--- config.mk ---
export PLATFORM = sky130hd
export DESIGN_NAME = ufis_top
export DESIGN_NICKNAME = d
export VERILOG_FILES = /design/src/verilog/ufis_top.v
export VERILOG_INCLUDE_DIRS = /design/src /design/src/verilog
export SDC_FILE = /design/constraint.sdc
export NUM_CORES = 1
export LEC_CHECK = 0
export ABC_AREA = 1
export BUFFER_PORTS_ARGS = -buffer_cell sky130_fd_sc_hd__buf_2
export CAP_MARGIN = 30
export CORE_UTILIZATION = 30
export DETAILED_ROUTE_END_ITERATION = 10
export MAX_ROUTING_LAYER = met4
export PLACE_DENSITY = 0.49
export REMOVE_ABC_BUFFERS = 1
export SETUP_SLACK_MARGIN = 0.4
export SYNTH_ARGS = -nofsm -noshare
export SYNTH_HDL_FRONTEND = slang
export SYNTH_SLANG_ARGS = --single-unit
--- constraint.sdc ---
create_clock -name clk -period 6.2 [get_ports clk]
set_clock_uncertainty 0.2 [all_clocks]
set_input_delay 0.62 -clock clk [delete_from_list [all_inputs] [get_ports clk]]
set_output_delay 0.62 -clock clk [all_outputs]
set_load 0.1 [all_outputs]
--- src/verilog/ufis_map.vh ---
// register map and constants of the fifo interrupt and status block
// assumes a 32-bit apb slave, one aligned word per register
`ifndef UFIS_MAP_VH
`define UFIS_MAP_VH
`define UFIS_OFF_DATA      12'h000
`define UFIS_OFF_IRQEN     12'h004
`define UFIS_OFF_IDENT     12'h008
`define UFIS_OFF_FIFOCTL   12'h00C
`define UFIS_OFF_LINECTL   12'h010
`define UFIS_OFF_STATUS    12'h014
`define UFIS_OFF_LEVEL     12'h018
`define UFIS_ID_NONE       4'h1
`define UFIS_ID_LINE       4'h6
`define UFIS_ID_RXDATA     4'h4
`define UFIS_ID_TIMEOUT    4'hC
`define UFIS_ID_TXEMPTY    4'h2
`define UFIS_TRIG_L0       5'h01
`define UFIS_TRIG_L1       5'h04
`define UFIS_TRIG_L2       5'h08
`define UFIS_TRIG_L3       5'h0E
`define UFIS_TIMEOUT_CHARS 4'h4
`define UFIS_BIT_TICKS     5'h10
`endif

--- src/verilog/ufis_top.v ---
// fifo-mode interrupt, timeout and line status logic of a uart
// assumes receive/transmit shift paths outside; rclk_x16 is a 16x baud pin
//
// Local design decisions: the APB register port and the address map.
`timescale 1ns/10ps
`default_nettype none
`include "ufis_map.vh"
// Function
// - rx irq while fill reaches trigger level
// - ident shows rx data code likewise
// - line status outranks rx data
// - data ready set on push, cleared empty
// - timeout after four idle char times
// - second stop bit counted in delay
// - char times counted from receiver clock
// - one read clears fired timeout, restarts
// - push or read restarts timer
// - tx empty irq, cleared by write/ident read
// - accept up to sixteen tx writes
// - delay tx empty indication after a lone byte
// - first tx irq immediate after enable change
// - timeout ranks below rx data, above tx empty
// - polled mode per direction enable
// - errors reported without ident change
// - holding empty flag when tx fifo empty
// - transmitter empty needs shift empty too
// - fifo error flag for any bad entry
// - polled mode: no trigger or timeout
// - timeout sets ident bit 3 with 2
// - two-bit trigger select 1/4/8/14
// - rx enable also gates timeout
module ufis_top #(
   parameter DEPTH = 16,
   parameter AW    = 4
) (
   input  wire        clk,
   input  wire        reset,
   input  wire        psel,
   input  wire        penable,
   input  wire        pwrite,
   input  wire [11:0] paddr,
   input  wire [31:0] pwdata,
   output reg  [31:0] prdata,
   output reg         pready,
   output reg         pslverr,
   input  wire        rclk_x16,
   input  wire        rx_push,
   input  wire [7:0]  rx_char,
   input  wire [2:0]  rx_err,
   input  wire        tx_pop_req,
   input  wire        tx_shift_empty,
   input  wire        tx_stop_start,
   output reg         tx_valid,
   output reg  [7:0]  tx_char,
   output reg         irq
);
   reg  [10:0]   rxm [0:DEPTH-1];
   reg  [7:0]    txm [0:DEPTH-1];
   reg  [AW-1:0] rwp_q;
   reg  [AW-1:0] rrp_q;
   reg  [AW-1:0] twp_q;
   reg  [AW-1:0] trp_q;
   reg  [AW:0]   rcnt_q;
   reg  [AW:0]   tcnt_q;
   reg  [3:0]    ien_q;
   reg  [7:0]    fctl_q;
   reg  [3:0]    lctl_q;
   reg           oe_q;
   reg           lsr_q;
   reg           holding_empty_state_irq_q;
   reg           to_q;
   reg           seen2_q;
   reg           txdel_q;
   reg  [9:0]    chtick_q;
   reg  [2:0]    chcnt_q;
   reg  [9:0]    txdly_q;
   reg  [3:0]    ident_q;
   reg           rs1_q;
   reg           rs2_q;
   reg           rs3_q;
   reg           entry_bad;
   wire        acc  = psel & penable & pready;
   wire        wr   = acc & pwrite;
   wire        rd   = acc & ~pwrite;
   wire        fen  = fctl_q[0];
   wire        rd_data  = rd & (paddr == `UFIS_OFF_DATA) & (rcnt_q != 0);
   wire        wr_data  = wr & (paddr == `UFIS_OFF_DATA) & (tcnt_q != DEPTH);
   wire        rd_ident = rd & (paddr == `UFIS_OFF_IDENT);
   wire        rd_status = rd & (paddr == `UFIS_OFF_STATUS);
   wire        wr_fctl  = wr & (paddr == `UFIS_OFF_FIFOCTL);
   wire        push     = rx_push & (rcnt_q != DEPTH);
   wire        pop_tx   = tx_pop_req & (tcnt_q != 0) & ~tx_valid;
   wire        tick     = rs2_q & ~rs3_q;
   reg  [4:0]  trig;
   always @* begin
      case (fctl_q[7:6])
         2'b00:   trig = `UFIS_TRIG_L0;
         2'b01:   trig = `UFIS_TRIG_L1;
         2'b10:   trig = `UFIS_TRIG_L2;
         default: trig = `UFIS_TRIG_L3;
      endcase
   end
   // char length in x16 ticks: start+data(5..8)+parity+stop(s)
   wire [4:0]  nbits = 5'h07 + {3'h0, lctl_q[1:0]} + {4'h0, lctl_q[3]}
                       + {4'h0, lctl_q[2]};
   wire [9:0]  char_ticks = {1'b0, nbits, 4'h0};
   wire        rx_lvl  = fen & ien_q[0] & ({1'b0, rcnt_q} >= {1'b0, trig});
   wire        rx_to   = fen & ien_q[0] & to_q;
   wire        tx_lvl  = ien_q[1] & holding_empty_state_irq_q;
   wire        ls_lvl  = ien_q[2] & lsr_q;
   wire        rx_char_lvl = ~fen & ien_q[0] & (rcnt_q != 0);
   reg  [3:0]  id_d;
   always @* begin
      if (ls_lvl)                 id_d = `UFIS_ID_LINE;
      else if (rx_lvl | rx_char_lvl) id_d = `UFIS_ID_RXDATA;
      else if (rx_to)             id_d = `UFIS_ID_TIMEOUT;
      else if (tx_lvl)            id_d = `UFIS_ID_TXEMPTY;
      else                        id_d = `UFIS_ID_NONE;
   end
   // scans every slot so the flag drops by itself once the bad entry is read out
   integer i;
   always @* begin
      entry_bad = 1'b0;
      for (i = 0; i < DEPTH; i = i + 1) begin
         if (((i - rrp_q) & (DEPTH - 1)) < rcnt_q && rxm[i][10:8] != 3'h0) begin
            entry_bad = 1'b1;
         end
      end
   end
   always @(posedge clk) begin
      if (push)
         rxm[rwp_q] <= {rx_err, rx_char};
      if (wr_data)
         txm[twp_q] <= pwdata[7:0];
   end
   // receiver clock pin: two stages against metastability, a third for the edge
   always @(posedge clk or posedge reset) begin
      if (reset) begin
         rs1_q <= 1'b0;
         rs2_q <= 1'b0;
         rs3_q <= 1'b0;
      end else begin
         rs1_q <= rclk_x16;
         rs2_q <= rs1_q;
         rs3_q <= rs2_q;
      end
   end

   // no wait state: ready is registered from the setup cycle, which keeps the read mux off the address path
   always @(posedge clk or posedge reset) begin
      if (reset) begin
         pready  <= 1'b0;
         pslverr <= 1'b0;
      end else begin
         pready  <= psel & ~pready;
         pslverr <= 1'b0;
      end
   end

   // receive fifo pointers and fill level
   always @(posedge clk or posedge reset) begin
      if (reset) begin
         rwp_q  <= {AW{1'b0}};
         rrp_q  <= {AW{1'b0}};
         rcnt_q <= {(AW+1){1'b0}};
      end else begin
         if (push) begin
            rwp_q <= rwp_q + 1'b1;
         end
         if (rd_data) begin
            rrp_q <= rrp_q + 1'b1;
         end
         rcnt_q <= rcnt_q + {{AW{1'b0}}, push} - {{AW{1'b0}}, rd_data};
      end
   end

   // transmit fifo; one character is offered to the shifter at a time
   always @(posedge clk or posedge reset) begin
      if (reset) begin
         twp_q    <= {AW{1'b0}};
         trp_q    <= {AW{1'b0}};
         tcnt_q   <= {(AW+1){1'b0}};
         tx_valid <= 1'b0;
         tx_char  <= 8'h00;
      end else begin
         if (wr_data) begin
            twp_q <= twp_q + 1'b1;
         end
         if (pop_tx) begin
            trp_q    <= trp_q + 1'b1;
            tx_valid <= 1'b1;
            tx_char  <= txm[trp_q];
         end else if (tx_valid & tx_stop_start) begin
            tx_valid <= 1'b0;
         end
         tcnt_q <= tcnt_q + {{AW{1'b0}}, wr_data} - {{AW{1'b0}}, pop_tx};
      end
   end

   // overrun stays until status is read; a new overrun in that cycle wins
   always @(posedge clk or posedge reset) begin
      if (reset) begin
         oe_q  <= 1'b0;
         lsr_q <= 1'b0;
      end else begin
         if (rx_push & ~push) begin
            oe_q <= 1'b1;
         end else if (rd_status) begin
            oe_q <= 1'b0;
         end
         lsr_q <= oe_q | entry_bad;
      end
   end

   // timeout timer in character times; idle while the receive fifo is empty
   always @(posedge clk or posedge reset) begin
      if (reset) begin
         chtick_q <= 10'h000;
         chcnt_q  <= 3'h0;
         to_q     <= 1'b0;
      end else if (push | rd_data) begin
         chtick_q <= 10'h000;
         chcnt_q  <= 3'h0;
         to_q     <= 1'b0;
      end else if (rcnt_q == {(AW+1){1'b0}}) begin
         chtick_q <= 10'h000;
         chcnt_q  <= 3'h0;
         to_q     <= 1'b0;
      end else if (tick && !to_q) begin
         if (chtick_q == char_ticks - 10'h001) begin
            chtick_q <= 10'h000;
            if ({1'b0, chcnt_q} == `UFIS_TIMEOUT_CHARS - 4'h1) begin
               to_q <= 1'b1;
            end else begin
               chcnt_q <= chcnt_q + 3'h1;
            end
         end else begin
            chtick_q <= chtick_q + 10'h001;
         end
      end
   end

   // transmit empty: a lone byte holds the indication back until its
   // last stop bit starts, so software does not refill a busy line early
   always @(posedge clk or posedge reset) begin
      if (reset) begin
         holding_empty_state_irq_q <= 1'b0;
         seen2_q    <= 1'b0;
         txdel_q    <= 1'b0;
         txdly_q    <= 10'h000;
      end else begin
         if (tcnt_q > {{AW{1'b0}}, 1'b1}) begin
            seen2_q <= 1'b1;
         end
         if (wr_fctl && pwdata[0] != fen) begin
            holding_empty_state_irq_q <= 1'b1;
            txdel_q    <= 1'b0;
            seen2_q    <= 1'b0;
         end else if (wr_data) begin
            holding_empty_state_irq_q <= 1'b0;
            txdel_q    <= 1'b0;
         end else if (pop_tx && tcnt_q == {{AW{1'b0}}, 1'b1}) begin
            if (fen && !seen2_q) begin
               txdel_q <= 1'b1;
               txdly_q <= char_ticks - 10'h010;
            end else begin
               holding_empty_state_irq_q <= 1'b1;
               seen2_q    <= 1'b0;
            end
         end else if (txdel_q && tick) begin
            if (txdly_q <= 10'h001) begin
               txdel_q    <= 1'b0;
               holding_empty_state_irq_q <= 1'b1;
               seen2_q    <= 1'b0;
            end else begin
               txdly_q <= txdly_q - 10'h001;
            end
         end else if (rd_ident && ident_q == `UFIS_ID_TXEMPTY) begin
            holding_empty_state_irq_q <= 1'b0;
         end
      end
   end

   // ident freezes only in the access cycle; the code shown is taken at the setup edge, one update before the code that the read clears
   always @(posedge clk or posedge reset) begin
      if (reset) begin
         ident_q <= `UFIS_ID_NONE;
         irq     <= 1'b0;
      end else begin
         if (!rd_ident) begin
            ident_q <= id_d;
         end
         irq <= (id_d != `UFIS_ID_NONE);
      end
   end

   // control registers; writes to unmapped offsets are dropped
   always @(posedge clk or posedge reset) begin
      if (reset) begin
         ien_q  <= 4'h0;
         fctl_q <= 8'h00;
         lctl_q <= 4'h0;
      end else if (wr) begin
         case (paddr)
            `UFIS_OFF_IRQEN: begin
               ien_q <= pwdata[3:0];
            end
            `UFIS_OFF_FIFOCTL: begin
               fctl_q <= {pwdata[7:6], 5'h00, pwdata[0]};
            end
            `UFIS_OFF_LINECTL: begin
               lctl_q <= pwdata[3:0];
            end
            default: begin
               lctl_q <= lctl_q;
            end
         endcase
      end
   end

   // read data is taken at the setup edge and stands until the next access
   always @(posedge clk or posedge reset) begin
      if (reset) begin
         prdata <= 32'h0000_0000;
      end else if (psel & ~pready) begin
         case (paddr)
            `UFIS_OFF_DATA:    prdata <= {21'h0, rxm[rrp_q]};
            `UFIS_OFF_IRQEN:   prdata <= {28'h0, ien_q};
            `UFIS_OFF_IDENT:   prdata <= {24'h0, {2{fen}}, 2'b00, ident_q};
            `UFIS_OFF_FIFOCTL: prdata <= {24'h0, fctl_q};
            `UFIS_OFF_LINECTL: prdata <= {28'h0, lctl_q};
            `UFIS_OFF_STATUS: begin
               prdata <= {24'h0, entry_bad,
                  (tcnt_q == {(AW+1){1'b0}}) & ~txdel_q & tx_shift_empty & ~tx_valid,
                  (tcnt_q == {(AW+1){1'b0}}) & ~txdel_q,
                  1'b0, 2'b00, oe_q, rcnt_q != {(AW+1){1'b0}}};
            end
            `UFIS_OFF_LEVEL:   prdata <= {16'h0, 3'h0, tcnt_q, 3'h0, rcnt_q};
            default:           prdata <= 32'h0000_0000;
         endcase
      end
   end
endmodule
`default_nettype wire

# [Word-level counts from Yosys, hierarchy flattened]
# Memories as Yosys holds them, arrays and structs flattened. A register that Yosys moved wholly into a read port is not among the register bits.
# Index checks and enable logic that the tools add are counted.
[classes] n_lt_le_gt_ge=19 bitwise_logic=40 n_eq_ne=22 muxes=68 n_reduce_logical=63 div_mod_pow=0 shift=0 addsub=32 mul=0
[op_table] operator="case mux 13 bit (7 select lines)" n=1
[op_table] operator="< comparator 4 x 5 -> 1 bit" n=16
[op_table] operator="2-to-1 mux 10 bit" n=8
[op_table] operator="nonzero test 3 bit" n=19
[op_table] operator="2-to-1 mux 1 bit" n=49
[op_table] operator="== test 12 x 5 -> 1 bit, second input constant" n=3
[op_table] operator="subtractor 4 bit, first input constant" n=8
[op_table] operator="bitwise AND 1 bit" n=28
[op_table] operator="== test 12 x 4 -> 1 bit, second input constant" n=2
[op_table] operator="logical AND 1 bit" n=22
[op_table] operator="adder 4 x 1 -> 4 bit, second input constant" n=4
[op_table] operator="subtractor 3 x 4 -> 4 bit, first input constant" n=4
[op_table] operator="adder 5 x 1 -> 5 bit" n=3
[op_table] operator="2-to-1 mux 3 bit" n=5
[op_table] operator="nonzero test 5 bit" n=3
[op_table] operator="== test 12 x 3 -> 1 bit, second input constant" n=1
[op_table] operator="logical NOT 12 bit" n=1
[op_table] operator="2-to-1 mux 4 bit" n=3
[op_table] operator="case mux 4 bit (3 select lines)" n=1
[op_table] operator="AND reduction 3 bit" n=4
[op_table] operator="adder 10 x 1 -> 10 bit, second input constant" n=1
[op_table] operator="== test 10 bit" n=1
[op_table] operator="less-or-equal comparator 10 x 1 -> 1 bit, second input constant" n=1
[op_table] operator="logical NOT 5 bit" n=2
[op_table] operator="34 further kinds" n=54
[totals] rom_bits=0 output_inout_bits=44 input_bits=65 mem_bits_rw=304 latch_bits=0 mem_count=2 reg_bits=108
[memory_table] name="rxm" depth=16 word_bits=11 read_ports=17 rd_ports_with_merged_regs=0 wr=1 line_no="ufis_top.v:57" text="reg [10:0] rxm [0:DEPTH-1];"
[memory_table] name="txm" depth=16 word_bits=8 read_ports=1 rd_ports_with_merged_regs=1 wr=1 line_no="ufis_top.v:58" text="reg [7:0] txm [0:DEPTH-1];"

# [Longest topological paths before layout]
# Gate-level depths: netlist of run 1.
[logic_depth] word_depth=20 depth_mapped=23

# [Least setup slack after synthesis of run 1]
# OpenSTA, ideal clock, no wires.
[synth_timing] path_type="register to register" startpoint="register pready" endpoint="register rcnt_q[4]" required_time_ns=5.872 arrival_time_ns=2.923 path_buffers=0 setup_ns=0.128 path_slack_ns=2.950 path_stages_with_launch=13 path_cell_list="dfrtp_1 > nand3_1 > nor2_1 > inv_1 > nor3_2 > inv_1 > ha_1 > ha_1 > inv_1 > fa_1 > o21ai_0 > a21oi_1 > xor2_1"
[synth_via] elab_chain_cells=5
[synth_rtl] item="start, declared" line_no="ufis_top.v:44" text="output reg pready,"
[synth_rtl] item="start signal, assigned" line_no="ufis_top.v:155" text="pready <= psel & ~pready;"
[synth_rtl] item="bitwise AND 1 bit" line_no="ufis_top.v:82" text="wire acc = psel & penable & pready;"
[synth_rtl] item="bitwise AND 1 bit" line_no="ufis_top.v:84" text="wire rd = acc & ~pwrite;"
[synth_rtl] item="bitwise AND 1 bit (2 in series)" line_no="ufis_top.v:86" text="wire rd_data = rd & (paddr == `UFIS_OFF_DATA) & (rcnt_q != 0);"
[synth_rtl] item="net rd_data" line_no="ufis_top.v:86"
[synth_rtl] item="subtractor 5 x 1 -> 5 bit" line_no="ufis_top.v:173" text="rcnt_q <= rcnt_q + {{AW{1'b0}}, push} - {{AW{1'b0}}, rd_data};"
[synth_rtl] item="end signal, assigned" line_no="ufis_top.v:165" text="rcnt_q <= {(AW+1){1'b0}};"
[synth_rtl] item="end signal, assigned" line_no="ufis_top.v:173"
[synth_rtl] item="end, declared" line_no="ufis_top.v:63" text="reg [AW:0] rcnt_q;"
# The timed path passes the listed nets, and every way through them passes these cells.
# A chain may end at the register's enable or synchronous reset.

# [Worst setup path in the final report of run 1]
[layout_timing] startpoint="register rcnt_q[4]" endpoint="register chtick_q[9]"
[layout_via] elab_chain_cells=4 elab_cells_between_ends=9 cone_classes="1 x eq/ne; 2 x mux; 3 x bitwise; 3 x reduce/logical"
[layout_rtl] item="nonzero test 5 bit *" line_no="ufis_top.v:86"
[layout_rtl] item="bitwise AND 1 bit *" line_no="ufis_top.v:86"
[layout_rtl] item="net rd_data" line_no="ufis_top.v:86"
[layout_rtl] item="OR 1 bit *" line_no="ufis_top.v:221" text="end else if (push | rd_data) begin"
[layout_rtl] item="nonzero test 3 bit (no line) / 2-to-1 mux 10 bit (equally long branches)"
[layout_rtl] item="end signal, assigned" line_no="ufis_top.v:238" text="chtick_q <= chtick_q + 10'h001;"
[layout_rtl] item="end, declared" line_no="ufis_top.v:74" text="reg [9:0] chtick_q;"
# Mark *: on every way through the listed nets, which the timed path passes. The rest lies on a longest branch.

==> results of run 1 <==
## registers in the layout, indices dropped and copies added, names as in the netlist, 3 cells and up
register,count
rxm,176
txm,128
prdata,13
chtick_q,10
txdly_q,10
tx_char,8
rcnt_q,5
tcnt_q,5
ident_q,4
ien_q,4
lctl_q,4
rrp_q,4
rwp_q,4
trp_q,4
twp_q,4
chcnt_q,3
fctl_q,3
## stage by stage
| step | setup WS (ps) | hold slack, ps |
|---|---|---|
| global placement | 2540 | 156 |
| floorplan | 1680 | 131 |
| global route | 2230 | 159 |
| finish | 2520 | 142 |
| CTS | 2530 | 112 |
| detailed placement | 2550 | 160 |
## cell usage after synthesis (4+ instances only)
cell type	instances	area share
o22ai_1	46	0.015
o221ai_1	24	0.011
nor2_1	283	0.056
edfxtp_1	304	0.48
buf_2	31	0.0081
clkbuf_1	32	0.0063
nand3_1	66	0.017
inv_2	16	0.0031
nor2_2	4	0.0013
clkinv_1	4	0.00079
xor2_1	33	0.015
o21ai_1	9	0.0024
inv_1	171	0.034
xnor2_1	4	0.0018
buf_4	25	0.0098
ha_1	74	0.048
nor3_1	9	0.0024
dfrtp_1	96	0.13
a31oi_1	13	0.0043
o211ai_1	11	0.0043
nand2_2	9	0.0029
nand4_1	35	0.011
o21ai_0	203	0.053
a21oi_1	28	0.0073
nand2_1	296	0.058
## tightest hold or removal path, cell delays in order
cell     delay [ps]
buf_2           140
inv_1            50
o21ai_0          80
## metal layers
layer	wire length, µm	vias up
met5	0	-
met4	1120	0
met3	2740	77
met2	22800	312
met1	22400	6327
li1	-	6487
## worst max path at each step
stage | endpoint | from | slack, ps | cells past startpoint
after floorplan | lsr_q$_DFF_PP0_ | rrp_q[0]$_DFFE_PP0P_ | 1680 | 17
final | chtick_q[9]$_DFFE_PP0P_ | rcnt_q[4]$_DFF_PP0_ | 2520 | 15
after detailed placement | chtick_q[9]$_DFFE_PP0P_ | rcnt_q[4]$_DFF_PP0_ | 2550 | 15
after global placement | chtick_q[9]$_DFFE_PP0P_ | rcnt_q[4]$_DFF_PP0_ | 2540 | 15
after global routing | chtick_q[9]$_DFFE_PP0P_ | rcnt_q[4]$_DFF_PP0_ | 2230 | 15
after CTS | chtick_q[9]$_DFFE_PP0P_ | rcnt_q[4]$_DFF_PP0_ | 2530 | 15
## cell type report
cell class,instances,area (µm²),area share
Timing Repair Buffer,90,576,0.0265
Clock inverter,21,184,0.00846
Multi-Input combinational cell,1202,6430,0.296
Tap cell,846,1060,0.0487
Sequential cell,401,11600,0.532
Clock buffer,56,1200,0.0551
Antenna cell,3,7.51,0.000345
Inverter,191,719,0.0331
## report_power, final
| part | switching [µW] | leakage, µW | internal [µW] | total, µW |
|---|---|---|---|---|
| Combinational | 1550 | 0.00386 | 619 | 2170 |
| Clock | 1080 | 0.000682 | 1450 | 2530 |
| Sequential | 169 | 0.00393 | 3150 | 3320 |
## logic make-up after synthesis
family          after synthesis  share of synthesized area
fa+ha+maj                    77                     0.0516
buf+inv                     281                     0.0628
xor+xnor                     37                     0.0170
simple gates                725                      0.161
compound gates              343                      0.102
flops                       401                      0.605
other cells                   1                   0.000196
## cell usage in the layout, fill, tap and decap left out, drive strengths merged, types with 2 or more instances in the layout
cell type,n
clkbuf,56
xor2,33
nand4,37
o21ai,215
a31oi,13
o31ai,2
nand2,306
nor2,290
o22ai,46
fa,3
bufinv,2
edfxtp,304
nand3b,3
nand3,70
nor3,10
buf,87
nor4,2
conb,20
diode,3
o221ai,24
xnor2,4
ha,74
inv,191
or2,5
clkinv,19
dlygate4sd3,3
dfrtp,96
a22oi,2
a21oi,28
o211ai,11
## timing repair
item	CTS	global route
endpoints found under the hold margin	30	0
hold buffers	3	0
gates resized for setup	0	0
==> results by group, run 1 <==
Status
  – Status: complete, no violations

Clocking
  – CTS Buffer Depth: 3
  – CTS clk-pin slew, worst paths: 60 ps
  – CTS Buf Count: 44
  – H-tree depth: 2
  – Clock insertion delay at the later pin of the skew report: 590 ps
  – Clock Sinks: 401
  – CTS tree: done
  – Clock root buffer: clkbuf_16
  – Post-CTS setup buffer count: 0

Critical path
  – Crit path launch type: register
  – Reg2Reg Depth: 15
  – CP peak stage delay: 870 ps
  – FF-to-FF Start: rcnt_q[4]$_DFF_PP0_
  – Reg-to-reg endpoint: chtick_q[9]$_DFFE_PP0P_
  – Top cell family by delay on the critical path: simple AND/OR/NAND/NOR gates
  – CP bufs+invs: 4
  – Req. time, crit path: 6510 ps
  – Worst EP arrival: 3990 ps
  – Worst-path cell chain: inv_2 -> nand4_4 -> inv_1 -> nor3_2 -> inv_1 -> ha_1 -> nand3_1 -> nand3_1 -> nor2_1 -> nand3_1 -> nor2_1 -> nand2_1 -> nand2_1 -> inv_1 -> nor2_1
  – Crit Path Max Fanout: 21
  – Worst reg2reg setup slack: 2520 ps
  – Slowest-stage cell, CP: dfrtp_1
  – Kind of critical path: register to register
  – CP endpoint kind: register

Place
  – Placed inst area: 20300 µm²
  – PortBufs: 64
  – Routability congestion estimate: 0.859
  – Post-DP HPWL: 32200 µm
  – Placed insts: 2726

Finish
  – Fin cells: 2810
  – Layout cell share with drive strength beyond 1: 0.106
  – Post-layout nets: 2072
  – Finished Cell Area: 21700 µm²
  – Fill cells: 6339
  – Layout area overhead: 13.8%
  – Final core occ: 0.345

Routing
  – Via-per-instance ratio: 4.70
  – Initial DRT Pass Iterations: 5
  – Via count: 13200
  – DRC violation count after routing: 0
  – Routed Antenna Nets: 0
  – Routed WL per cell: 17.5 µm
  – Initial DRC Count: 841
  – Final wirelength: 49100 µm

Floorplanning
  – Initial core utilization: 0.303
  – Cell row count: 92
  – Die outline height: 254 µm
  – Die footprint: 64700 µm²
  – I/O Pins: 109
  – Core region area: 63000 µm²
  – Die width: 254 µm

Power and ir drop
  – Max IR drop VDD: 0.000231 V
  – PD cells: 369 nW/µm²
  – Leakage: 0.00847 µW
  – Total power: 8020 µW

Worst hold path
  – Worst min path class: input pin to register
  – Worst hold path depth: 3
  – Worst Hold Path EP: oe_q$_DFFE_PP0P_
  – Hold_sp: rx_push

Logic synthesis
  – Avg Inst Size Synth: 10.2 µm²
  – Most used DFF post-synth: edfxtp_1
  – FF+latch count, synth: 401
  – YS warnings: 0
  – Seq/Total Area, Yosys: 0.605
  – Cell variety after synth: 50
  – Cell area after synthesis: 19100 µm²
  – Syn Inst Count: 1865
  – EDFF count, synth: 304
  – Synth async-reset ratio: 0.242

Global route
  – Vias in the first global route: 12500
  – Largest net degree at the start of global routing: 89
  – Routing usage on met1: 0.207
  – Global Route met2 Usage: 0.243
  – Overall Global Routing Usage: 0.156
  – Layer with the highest usage: met2
  – Grt ovf: 0
  – First-pass GRT wire length: 74300 µm
  – Initial antenna violation count: 5
  – Met3 usage: 0.0270

Timing
  – RSZ-0062 raised after global routing: false
  – Period Utilization, post-route: 0.594
  – Worst Tran Pin Value: 989 ps
  – Final setup TNS: 0 ps
  – Crit path time final: 3680 ps
  – F_max: 271 MHz
  – Setup Viol. Count Final: 0
  – Final Hold Fails: 0
  – Max-slew violation count: 0
  – Slew margin rel.: 0.338

Flow run
  – Max_cap viols: 0
(Power assumes the default switching activity.)
==> inputs of run 2 (changes only) <==
--- a/config.mk
+++ b/config.mk
@@ -12,7 +12,7 @@
 export CORE_UTILIZATION = 30
 export DETAILED_ROUTE_END_ITERATION = 10
 export MAX_ROUTING_LAYER = met4
-export PLACE_DENSITY = 0.49
+export PLACE_DENSITY = 0.51
 export REMOVE_ABC_BUFFERS = 1
 export SETUP_SLACK_MARGIN = 0.4
 export SYNTH_ARGS = -nofsm -noshare
==> constraint.sdc (replaced) <==
create_clock -name clk -period 3 [get_ports clk]
set_clock_uncertainty 0.2 [all_clocks]
set_input_delay 0.3 -clock clk [delete_from_list [all_inputs] [get_ports clk]]
set_output_delay 0.3 -clock clk [all_outputs]
set_load 0.1 [all_outputs]
==> results by group, run 2 (synthesis gave the netlist of run 1 again) <==
Status
  – Status: complete, no violations

Routing
  – Final wirelength: 50500 µm (+3.0%)
  – Routed Antenna Nets: 0 (unchanged)
  – Initial DRT Pass Iterations: 5 (unchanged)
  – Via-per-instance ratio: 4.74 (+0.84%)
  – Routed WL per cell: 17.3 µm (-0.74%)
  – Via count: 13800 (+4.6%)
  – DRC violation count after routing: 0 (unchanged)
  – Initial DRC Count: 903 (+7.4%)

Power and ir drop
  – Clock group share of total power: 0.319 (+0.003)
  – Switch Pwr: 5940 µW (+110%)
  – Max IR drop VDD: 0.000412 V (+78%)
  – Total power: 17300 µW (+120%)
  – Internal Power: 11300 µW (+120%)
  – Reg power frac: 0.397 (-0.017)
  – Combinational share of power: 0.284 (+0.014)
  – Switching fraction of total power: 0.344 (-0.00415)
  – PD cells: 751 nW/µm² (+100%)
  – Leakage: 0.00902 µW (+6.5%)

Timing
  – Worst Tran Pin Value: 774 ps (-215 ps)
  – Max-slew violation count: 0 (unchanged)
  – WHS: 59.1 ps (-83.0 ps)
  – F_max: 354 MHz (+30%)
  – Crit path time final: 2830 ps (-857 ps)
  – Slew margin rel.: 0.482 (+0.144)
  – Setup Viol. Count Final: 0 (unchanged)
  – Final Hold Fails: 0 (unchanged)
  – Period Utilization, post-route: 0.943 (+0.348)
  – RSZ-0062 raised after global routing: true
  – Worst Slack Setup Final: 172 ps (-2340 ps)

Floorplanning
  – Initial core utilization: 0.303 (unchanged)
  – Die footprint: 64700 µm² (unchanged)
  – Cell row count: 92 (unchanged)
  – Die width: 254 µm (unchanged)
  – Core region area: 63000 µm² (unchanged)
  – Die outline height: 254 µm (unchanged)
  – I/O Pins: 109 (unchanged)

Global route
  – Vias in the first global route: 13300 (+6.8%)
  – Overall Global Routing Usage: 0.161 (+0.00486)
  – First-pass GRT wire length: 77300 µm (+4.1%)
  – Largest net degree at the start of global routing: 100 (+12%)
  – Grt ovf: 0 (unchanged)
  – Initial antenna violation count: 2 (-3)

Critical path
  – Kind of critical path: register to register
  – Reg2Reg Depth: 16 (+1)
  – Setup crit start: lctl_q[0]$_DFFE_PP0P_
  – Crit path launch type: register
  – Req. time, crit path: 3250 ps (-3260 ps)
  – Worst EP arrival: 3070 ps (-920 ps)
  – CP endpoint kind: register
  – Reg-to-reg endpoint: chcnt_q[0]$_DFFE_PP0P_
  – Crit path to: chcnt_q[0]$_DFFE_PP0P_
  – Crit Path Max Fanout: 6 (-71%)
  – FF-to-FF Start: lctl_q[0]$_DFFE_PP0P_
  – Worst reg2reg setup slack: 170 ps (-2340 ps)

Clocking
  – Clock insertion delay at the later pin of the skew report: 580 ps (about the same)
  – Clock root buffer: clkbuf_16
  – Clock Sinks: 401 (unchanged)
  – H-tree depth: 2 (unchanged)
  – CTS tree: done
  – CTS Buf Count: 44 (unchanged)
  – CTS Buffer Depth: 3 (unchanged)
  – CTS clk-pin slew, worst paths: 60 ps (about the same)

Finish
  – Flip-flop count of the largest register after layout: 176 (unchanged)
  – Largest registers: rxm (176), txm (128), prdata (13)
  – Commonest non-fill, non-tap cell in the layout: edfxtp_1
  – Post-layout nets: 2176 (+5.0%)
  – Register with the most flip-flops: rxm
  – Area of the multi-input gates: 6680 µm² (+3.9%)
  – Most frequent cells in the layout: 304 x edfxtp_1, 289 x nand2_1, 270 x nor2_1
  – Layout cell share with drive strength beyond 1: 0.169 (+0.0631)
  – Fill cells: 6243 (-1.5%)
  – Reg area: 11600 µm² (about the same)
  – Final core occ: 0.365 (+0.0195)
  – Layout area overhead: 20.2%
  – # diodes: 0 (-3)

Worst hold path
  – Worst min path class: input pin to register

Place
  – PortBufs: 64 (unchanged)
  – Place WS: -79.6 ps (-2630 ps)
  – Routability congestion estimate: 0.873 (+1.6%)
  – Post-DP HPWL: 33400 µm (+4.0%)

Flow run
  – Max_cap viols: 0 (unchanged)
==> run 2: changes by cell type in the layout (fill, tap and decap cells not counted), moves of 5 or more <==
cell           change
clkinv_1           -5
nand2_1            -7
inv_1             -12
ha_4               +8
nand3_1            -5
ha_1              -12
clkinvlp_4         +5
inv_2             +10
nand3_2            +5
buf_4             +75
nor2_1             -6
dlygate4sd3_1     +24
==> run 2: per-layer routing <==
layer,track usage,routed length [µm],vias up
li1,-,-,6693
met1,0.204,22500,6747
met2,0.265,24700,301
met3,0.0259,2250,70
met4,0.0472,1120,0
met5,-,0,-
==> run 2: power groups by stage <==
stage               clock network [µW]  registers, µW  logic (µW)
global route                      5820           6900        5440
finish                            5500           6850        4910
global placement                     0           6950        4570
CTS                               5620           6840        4810
floorplan                            0           7470        2550
detailed placement                   0           6960        4660
==> run 2: through the flow <==
step / std cells / setup TNS (ps) / instance area (µm²)
after detailed placement: 2787 / -528 / 20800
after global routing: 2915 / 0 / 23000
after CTS: 2904 / 0 / 22700
after global placement: 2787 / -377 / 20800
after floorplan: 1794 / -12350 / 18700
final: 2915 / 0 / 23000
==> run 2: repair_timing <==
item	4_1_cts	5_1_grt
pin swaps	25	17
setup buffers	9	11
endpoints found under the setup margin	18	19
gates resized for setup	42	43
hold buffers	27	0
hold endpoints to repair	341	0
==> run 2: area by class of cell <==
cell class | count | share of cell area
clock inverters | 20 | 0.0106
clock buffers | 61 | 0.0538
well taps | 846 | 0.0461
flip-flops and latches | 401 | 0.504
repair buffers | 194 | 0.0628
inverters | 191 | 0.0319
multi-input cells | 1202 | 0.291
==> run 2: critical path, cell delays in order, from the launching register on <==
cell	delay, ps
dfrtp_1	370
inv_2	70
ha_4	260
inv_2	40
ha_4	150
fa_1	510
inv_2	50
ha_4	220
xnor2_2	130
nor3_2	110
nand2_1	80
nor2_2	90
nand3_2	100
nand2_4	120
nand2_4	80
nand2_2	80
o21ai_1	60
==> run 2: worst min-delay path by stage <==
| stage | from | endpoint | slack [ps] | depth (start not counted) |
|---|---|---|---|---|
| global placement | rs1_q$_DFF_PP0_ | rs2_q$_DFF_PP0_ | 180 | 0 |
| detailed placement | rs1_q$_DFF_PP0_ | rs2_q$_DFF_PP0_ | 180 | 0 |
| CTS | penable | ident_q[2]$_DFFE_PP0N_ | 20 | 7 |
| global route | penable | ident_q[1]$_DFFE_PP0N_ | 90 | 6 |
| finish | penable | ident_q[2]$_DFFE_PP0N_ | 60 | 7 |
| floorplan | rs1_q$_DFF_PP0_ | rs2_q$_DFF_PP0_ | 130 | 0 |
